**config.mk**
```make
export PLATFORM = sky130hd
export DESIGN_NAME = indirect_data_address_unit
export DESIGN_NICKNAME = d
export VERILOG_FILES = /design/src/common/indirect_addr_pkg.sv /design/src/design/pointer_pair.sv /design/src/design/indirect_data_address_unit.sv
export SDC_FILE = /design/constraint.sdc
export NUM_CORES = 1
export LEC_CHECK = 0
export BUFFER_PORTS_ARGS = -buffer_cell sky130_fd_sc_hd__buf_2
export CORE_UTILIZATION = 40
export DETAILED_ROUTE_END_ITERATION = 8
export HOLD_SLACK_MARGIN = 0.15
export PLACE_DENSITY = 0.61
export SLEW_MARGIN = 20
export SYNTH_ARGS = -nofsm -noshare
export SYNTH_HDL_FRONTEND = slang
export SYNTH_SLANG_ARGS = --single-unit
```
**constraint.sdc**
```tcl
create_clock -name sys_clk_in -period 13.5 [get_ports sys_clk_in]
set_input_delay 2.7 -clock sys_clk_in [delete_from_list [all_inputs] [get_ports sys_clk_in]]
set_output_delay 2.7 -clock sys_clk_in [all_outputs]
set_load 0.05 [all_outputs]
```
**src/common/indirect_addr_pkg.sv**
```systemverilog
// Shared constants, types and the operand address decoder for indirect addressing
package indirect_addr_pkg;

  localparam int ADDR_W    = 12;
  localparam int DATA_W    = 8;
  localparam int PTR_COUNT = 3;
  localparam int PTR_IDX_W = 2;

  // Operand block of pointer n sits at plain address minus n strides
  localparam logic [11:0] PTR_ONE_PLAIN_ADDR = 12'hfe7;
  localparam logic [11:0] PTR_BLOCK_STRIDE   = 12'h008;
  localparam logic [11:0] PTR_ZERO_PLAIN_ADDR = PTR_ONE_PLAIN_ADDR + PTR_BLOCK_STRIDE;

  // Distance below the plain operand address of each member of a block
  localparam logic [11:0] OFF_PLAIN   = 12'h000;
  localparam logic [11:0] OFF_POST_INCREMENT_OPERAND = 12'h001;
  localparam logic [11:0] OFF_POST_DECREMENT_OPERAND = 12'h002;
  localparam logic [11:0] OFF_PRE_INCREMENT_OPERAND  = 12'h003;
  localparam logic [11:0] OFF_W_OFFSET_OPERAND   = 12'h004;
  localparam logic [11:0] OFF_HIGH    = 12'h005;
  localparam logic [11:0] OFF_LOW     = 12'h006;

  // Direct addressing, read-back and pointer step constants
  localparam logic [7:0]  LIT_OFFSET_MAX   = 8'h5f;
  localparam logic [3:0]  ACCESS_HIGH_PAGE = 4'hf;
  localparam logic [3:0]  ACCESS_LOW_PAGE  = 4'h0;
  localparam logic [3:0]  HIGH_UNUSED_BITS = 4'h0;
  localparam logic [7:0]  ZERO_BYTE        = 8'h00;
  localparam logic [11:0] PTR_STEP         = 12'h001;

  typedef enum logic [2:0] {
    OP_NONE    = 3'b000,
    OP_PLAIN   = 3'b001,
    OP_POST_INCREMENT_OPERAND = 3'b010,
    OP_POST_DECREMENT_OPERAND = 3'b011,
    OP_PRE_INCREMENT_OPERAND  = 3'b100,
    OP_W_OFFSET_OPERAND   = 3'b101,
    OP_HIGH    = 3'b110,
    OP_LOW     = 3'b111
  } op_kind_t;

  typedef enum logic [1:0] {
    STEP_HOLD = 2'b00,
    STEP_INC  = 2'b01,
    STEP_DEC  = 2'b10
  } step_t;

  typedef struct packed {
    logic                 hit;
    logic [PTR_IDX_W-1:0] idx;
    op_kind_t             kind;
  } decode_t;

  // Finds which pointer operand or pointer register an address names
  function automatic decode_t decode_addr(input logic [11:0] addr);
    decode_t     d;
    logic [11:0] diff;
    d = '{hit: 1'b0, idx: '0, kind: OP_NONE};
    for (int n = 0; n < PTR_COUNT; n++)
    begin
      diff = PTR_ZERO_PLAIN_ADDR - 12'(n * PTR_BLOCK_STRIDE) - addr;
      if (diff <= OFF_LOW)
      begin
        d.hit = 1'b1;
        d.idx = PTR_IDX_W'(n);
        if (diff == OFF_PLAIN)
          d.kind = OP_PLAIN;
        else if (diff == OFF_POST_INCREMENT_OPERAND)
          d.kind = OP_POST_INCREMENT_OPERAND;
        else if (diff == OFF_POST_DECREMENT_OPERAND)
          d.kind = OP_POST_DECREMENT_OPERAND;
        else if (diff == OFF_PRE_INCREMENT_OPERAND)
          d.kind = OP_PRE_INCREMENT_OPERAND;
        else if (diff == OFF_W_OFFSET_OPERAND)
          d.kind = OP_W_OFFSET_OPERAND;
        else if (diff == OFF_HIGH)
          d.kind = OP_HIGH;
        else
          d.kind = OP_LOW;
      end
    end
    return d;
  endfunction

endpackage

```
**src/design/pointer_pair.sv**
```systemverilog
// One 12-bit pointer pair with byte loads and whole-pair stepping
`timescale 1ns/1ns
module pointer_pair
  import indirect_addr_pkg::*;
#(
  parameter int WIDTH = 12
)
(
  // Clock and reset
  input  wire logic             sys_clk_in,
  input  wire logic             nrst_in,
  // Control
  input  wire logic             wr_high_in,
  input  wire logic             wr_low_in,
  input  wire logic [7:0]       wdata_in,
  input  wire indirect_addr_pkg::step_t step_in,
  // Pointer value
  output logic      [WIDTH-1:0] value_out
);
  import indirect_addr_pkg::*;

  if (WIDTH <= 8 || WIDTH > 16)
    $error("pointer_pair: WIDTH must be 9 to 16");

  typedef struct packed {
    logic [WIDTH-1:0] value;
  } pair_state_t;

  pair_state_t s;
  pair_state_t next_s;

  always_comb
  begin
    next_s = s;
    // A byte load wins over stepping, so a write through an operand lands unmodified
    if (wr_high_in || wr_low_in)
    begin
      if (wr_high_in)
        next_s.value[WIDTH-1:8] = wdata_in[WIDTH-9:0];
      if (wr_low_in)
        next_s.value[7:0] = wdata_in;
    end
    else if (step_in == STEP_INC)
      next_s.value = s.value + WIDTH'(PTR_STEP);
    else if (step_in == STEP_DEC)
      next_s.value = s.value - WIDTH'(PTR_STEP);
  end

  always_ff @(posedge sys_clk_in or negedge nrst_in)
  begin
    if (!nrst_in)
      s <= '0;
    else
      s <= next_s;
  end

  assign value_out = s.value;

endmodule

```
**src/design/indirect_data_address_unit.sv**
```systemverilog
// Data-memory address generation: direct, banked, indirect and literal-offset modes
`timescale 1ns/1ns
module indirect_data_address_unit
  import indirect_addr_pkg::*;
(
  // Clock and reset
  input  wire logic        sys_clk_in,
  input  wire logic        nrst_in,
  // Configuration
  input  wire logic        extended_instruction_enable_in,
  // Request from the execute stage
  input  wire logic        acc_valid_in,
  input  wire logic        acc_write_in,
  input  wire logic        access_select_in,
  input  wire logic [7:0]  file_addr_in,
  input  wire logic [3:0]  bank_select_register_in,
  input  wire logic [7:0]  w_in,
  input  wire logic [7:0]  wdata_in,
  // Data memory port
  output logic      [11:0] mem_addr_out,
  output logic             mem_rd_out,
  output logic             mem_wr_out,
  output logic      [7:0]  mem_wdata_out,
  input  wire logic [7:0]  mem_rdata_in,
  // Read answer to the core
  output logic      [7:0]  rdata_out,
  output logic             rdata_valid_out,
  // Pointer pairs as seen by the core
  output logic      [11:0] pointer_zero_out,
  output logic      [11:0] pointer_one_out,
  output logic      [11:0] pointer_two_out
);
  import indirect_addr_pkg::*;

  typedef struct packed {
    logic [11:0] mem_addr;
    logic        mem_rd;
    logic        mem_wr;
    logic [7:0]  mem_wdata;
    logic        int_rd;
    logic [7:0]  int_data;
    logic [7:0]  rdata;
    logic        rdata_valid;
  } unit_state_t;

  unit_state_t s;
  unit_state_t next_s;

  logic [11:0] ptr_val  [PTR_COUNT];
  logic        wr_high  [PTR_COUNT];
  logic        wr_low   [PTR_COUNT];
  step_t       step_ctl [PTR_COUNT];

  // Decode results, also watched by the checks below
  logic [11:0] eff_addr;
  decode_t     eff_dec;
  logic [11:0] sel_ptr;
  logic        indirect;
  logic [11:0] tgt_addr;
  decode_t     tgt_dec;
  logic        tgt_virtual;
  logic        tgt_reg;
  logic        own_write;
  step_t       step_req;

  for (genvar g = 0; g < PTR_COUNT; g++)
  begin : g_ptr
    pointer_pair #(
      .WIDTH (ADDR_W)
    ) u_pair (
      .sys_clk_in (sys_clk_in),
      .nrst_in    (nrst_in),
      .wr_high_in (wr_high[g]),
      .wr_low_in  (wr_low[g]),
      .wdata_in   (wdata_in),
      .step_in    (step_ctl[g]),
      .value_out  (ptr_val[g])
    );
  end

  always_comb
  begin
    next_s = s;
    next_s.mem_rd      = 1'b0;
    next_s.mem_wr      = 1'b0;
    next_s.int_rd      = 1'b0;
    next_s.rdata_valid = 1'b0;
    for (int n = 0; n < PTR_COUNT; n++)
    begin
      wr_high[n]  = 1'b0;
      wr_low[n]   = 1'b0;
      step_ctl[n] = STEP_HOLD;
    end

    // Direct address formation
    if (access_select_in)
      eff_addr = {bank_select_register_in, file_addr_in};
    else if (extended_instruction_enable_in && file_addr_in <= LIT_OFFSET_MAX)
      eff_addr = ptr_val[2] + {4'h0, file_addr_in};
    else if (file_addr_in > LIT_OFFSET_MAX)
      eff_addr = {ACCESS_HIGH_PAGE, file_addr_in};
    else
      eff_addr = {ACCESS_LOW_PAGE, file_addr_in};

    // An operand address redirects through its pointer; all 12 address bits, bank bits included, are decoded
    eff_dec  = decode_addr(eff_addr);
    sel_ptr  = ptr_val[eff_dec.idx];
    indirect = eff_dec.hit && eff_dec.kind != OP_HIGH && eff_dec.kind != OP_LOW;
    step_req = STEP_HOLD;
    tgt_addr = eff_addr;
    if (indirect)
    begin
      case (eff_dec.kind)
        OP_PLAIN:
          tgt_addr = sel_ptr;
        OP_POST_INCREMENT_OPERAND:
        begin
          tgt_addr = sel_ptr;
          step_req = STEP_INC;
        end
        OP_POST_DECREMENT_OPERAND:
        begin
          tgt_addr = sel_ptr;
          step_req = STEP_DEC;
        end
        OP_PRE_INCREMENT_OPERAND:
        begin
          tgt_addr = sel_ptr + PTR_STEP;
          step_req = STEP_INC;
        end
        OP_W_OFFSET_OPERAND:
          tgt_addr = sel_ptr + {{4{w_in[7]}}, w_in};
        default:
          tgt_addr = sel_ptr;
      endcase
    end

    tgt_dec     = decode_addr(tgt_addr);
    tgt_virtual = indirect && tgt_dec.hit
                  && tgt_dec.kind != OP_HIGH && tgt_dec.kind != OP_LOW;
    tgt_reg     = tgt_dec.hit && (tgt_dec.kind == OP_HIGH || tgt_dec.kind == OP_LOW);
    own_write   = indirect && tgt_reg && acc_write_in && tgt_dec.idx == eff_dec.idx;

    // No request means no data access at all; the core sends none for
    // inherent or literal instructions, so those run the same in either mode
    if (acc_valid_in)
    begin
      // Stepping drives only the pointer; no flag leaves this block
      if (indirect && !own_write)
        step_ctl[eff_dec.idx] = step_req;
      if (tgt_virtual)
      begin
        if (!acc_write_in)
        begin
          next_s.int_rd   = 1'b1;
          next_s.int_data = ZERO_BYTE;
        end
      end
      else if (tgt_reg)
      begin
        if (acc_write_in)
        begin
          wr_high[tgt_dec.idx] = tgt_dec.kind == OP_HIGH;
          wr_low[tgt_dec.idx]  = tgt_dec.kind == OP_LOW;
        end
        else
        begin
          next_s.int_rd = 1'b1;
          if (tgt_dec.kind == OP_HIGH)
            next_s.int_data = {HIGH_UNUSED_BITS, ptr_val[tgt_dec.idx][11:8]};
          else
            next_s.int_data = ptr_val[tgt_dec.idx][7:0];
        end
      end
      else
      begin
        next_s.mem_addr  = tgt_addr;
        next_s.mem_wdata = wdata_in;
        next_s.mem_wr    = acc_write_in;
        next_s.mem_rd    = !acc_write_in;
      end
    end

    // Read answer one cycle after the memory strobe
    if (s.mem_rd)
    begin
      next_s.rdata       = mem_rdata_in;
      next_s.rdata_valid = 1'b1;
    end
    else if (s.int_rd)
    begin
      next_s.rdata       = s.int_data;
      next_s.rdata_valid = 1'b1;
    end
  end

  always_ff @(posedge sys_clk_in or negedge nrst_in)
  begin
    if (!nrst_in)
      s <= '0;
    else
      s <= next_s;
  end

  assign mem_addr_out     = s.mem_addr;
  assign mem_rd_out       = s.mem_rd;
  assign mem_wr_out       = s.mem_wr;
  assign mem_wdata_out    = s.mem_wdata;
  assign rdata_out        = s.rdata;
  assign rdata_valid_out  = s.rdata_valid;
  assign pointer_zero_out = ptr_val[0];
  assign pointer_one_out  = ptr_val[1];
  assign pointer_two_out  = ptr_val[2];

  logic mem_req;
  assign mem_req = acc_valid_in && !tgt_virtual && !tgt_reg;
endmodule

```
==> reports/results.ini <==
[sta]
fin_crit_ps=13000
fmax_mhz=76.9
maxSlewHeadroom=0.334
finClkSkew_ps=12.9
setup_tns_ps=0
timing.final.crit_share=0.963
slew_violations=0
worst_pin_slew_ps=997
timing.final.ws_setup_ps=495
setup_violations=0
hold_viol=0

[hold_path]
hp-start=mem_wdata_out[0]$_DFFE_PN0P_
worstHoldPathType=reg2reg
hold_path_depth=1

[layout]
diodes=0
final_nets=1217
drive_gt1_frac=0.265
syn2layout_area_growth_pct=16.5
final_cells=1380

[cts]
tritoncts=built
numCtsBuffers=9
clk_path_buf_depth=2
cts_num_sinks=76
insertion_delay_ps=350
clock-root-buffer=clkbuf_16
htreeDepth=3
clkTransAtPathRegs_ps=50

[critical_path]
r2r_slack_ps=2170
rr_worst_depth=58
r2r_end=g_ptr[2].u_pair.value_out[10]$_DFFE_PN0P_
cp_slowest_cell=or4_1
cp.depth=59
r2r-start=g_ptr[2].u_pair.value_out[0]$_DFFE_PN0P_
critical_path.top_delay_family=compound AO/OA/AOI/OAI gates
crit_start=file_addr_in[0]
cp-endpoint=g_ptr[2].u_pair.value_out[10]$_DFFE_PN0P_
path_max_fanout=8
endpoint_kind=flip-flop
cp-start-kind=primary input
slowest_delay_ps=540
worstPathRequired_ps=13720
arrival_ps=13230
cp.buffers_inverters=9
worstSetupPathType=in2reg

[route]
drtAntennaViolNets=0
drt_iter0_drc=413
postRouteWirelength_um=26100
num_vias=7955
drc=0
wl_per_cell_um=18.9
routed_via_density=5.76
drt_pre_antenna_iters=5

[job]
cap_violations=0

[synthesis]
synth-seq-area-share=0.221
synth_ff_type=dfrtp_1
yosysTopAreaCell=dfrtp_1
synth.distinct_cells=102
synthMuxAreaShare=0.108
netlist_top_cells_count=dfrtp_1 (76), nor2_1 (71), ha_1 (70)
synthSimpleGateAreaFrac=0.177
synth-seq-cells=76
synthAdderAreaFrac=0.114
synth_top_family_by_area=compound AO/OA/AOI/OAI gates
synth.area.top_cells=dfrtp_1 (22%), ha_1 (10%), mux2i_1 (5.1%)
synth_edf_count=0
syn_inst=978
synth_top_area_frac=0.221
synth_area_sq_um=8600
syn-num-nets=1095
syn_area_per_cell_sq_um=8.79
synth_compound_area_frac=0.259
async_flop_share=1.00
yosys_warnings=0
synth_xor_area_frac=0.0499
synth.most_common_cell=dfrtp_1

[die]
die_area_sq_um=22100
die_y_um=149
rows=53
ios=109
core_sq_um=21000
die_w_um=149
start_util=0.409

[power]
power_frac_clock=0.333
p_sw_w=0.000275
seqPwrFrac=0.344
ir_worst_vdd_mv=0.0484
power.density_nw_per_um2=75.3
power_leakage_nw=4.77
p_comb_frac=0.324
p_sw_frac=0.365
p_int_w=0.000480

[global_routing]
grt_pass1_wl_um=40700
track_usage=0.238
antenna_found_initial=0
grt_pass1_vias=7486
grt_overflow=0
grt_start_max_net_pins=77

[place]
dp_slack_ps=-191
port_buffers=108
dpl.hpwl_um=20600
gp_congestion=0.914
placed_cells=1359

[outcome]
outcome=finished, final reports clean

registers in the layout, summed over array words and instances (netlist names):
name                    flops
g_ptr.u_pair.value_out     36
rdata_out                   8
mem_wdata_out               8
mem_wr_out                  1
mem_rd_out                  1
s                           9
rdata_valid_out             1
mem_addr_out               12
power groups by stage:
stage               Combinational (W)  Clock (W)  Sequential, W
global placement             0.000237          0       0.000263
floorplan                    0.000178          0       0.000270
finish                       0.000245   0.000251       0.000259
CTS                          0.000240   0.000258       0.000259
global route                 0.000264   0.000267       0.000261
detailed placement           0.000239          0       0.000263
stage by stage:
stage	power, W	utilization	cell area, sq um	hold slack [ps]
4_1_cts	0.000757	0.467	9820	508
2_1_floorplan	0.000448	-	8600	468
5_1_grt	0.000792	0.477	10000	524
3_5_place_dp	0.000502	0.452	9510	492
6_report	0.000755	0.477	10000	505
3_3_place_gp	0.000500	0.452	9510	486
repair_timing:
action,4_1_cts,5_1_grt
resized for setup,0,42
hold buffers,0,0
setup endpoints to repair,0,16
buffers inserted,0,5
worst min-delay path by stage:
stage,to,slack (ps)
after global placement,mem_wdata_out[5]$_DFFE_PN0P_,490
final,mem_wdata_out[0]$_DFFE_PN0P_,510
after detailed placement,mem_wdata_out[3]$_DFFE_PN0P_,490
after CTS,mem_wdata_out[0]$_DFFE_PN0P_,510
after floorplan,s[11]$_DFFE_PN0P_,470
after global routing,mem_addr_out[4]$_DFFE_PN0P_,520
cells in the final DEF, fill, tap and decap left out, types with 5 or more instances in the layout:
cell	instances
buf_2	107
dfrtp_1	76
nor2_1	70
nand2_1	69
ha_1	67
buf_4	64
a21oi_1	50
inv_1	50
o21ai_0	47
mux2i_1	43
xnor2_1	39
nor3_1	30
nand3_1	25
o21bai_1	19
mux2_4	19
a21o_1	18
a221o_1	18
a21oi_2	15
o21ai_1	13
or3_1	12
and2_1	12
and3_1	11
mux2_1	10
xor2_1	10
o21a_1	9
nand4_1	9
clkbuf_16	9
a31oi_1	7
nand2b_1	6
nor4_1	6
a211o_1	5
o22ai_1	5
and4_1	5
cell families after synthesis:
group / count (synthesis)
and+or+nand+nor: 293
AOI/OAI and AO/OA: 292
buffers and inverters: 114
muxes: 79
DFF: 76
adders and majority gates: 75
xor gates and xnor gates: 49
final cells by class:
cell class                      instances  area [sq um]
Fill cell                            2050         11000
Tap cell                              275           344
Clock buffer                           10           239
Clock inverter                          6          70.1
Inverter                               54           203
Timing Repair Buffer                  171          1020
Multi-Input combinational cell        788          6250
Sequential cell                        76          1900
metal layers:
| metal | vias up | part of all wire | GRT usage |
|---|---|---|---|
| li1 | 3881 | - | - |
| met1 | 3768 | 0.45 | 0.317 |
| met2 | 262 | 0.45 | 0.383 |
| met3 | 44 | 0.066 | 0.0494 |
| met4 | 0 | 0.026 | 0.0773 |
| met5 | - | 0 | 0 |
(Power assumes the default switching activity.)
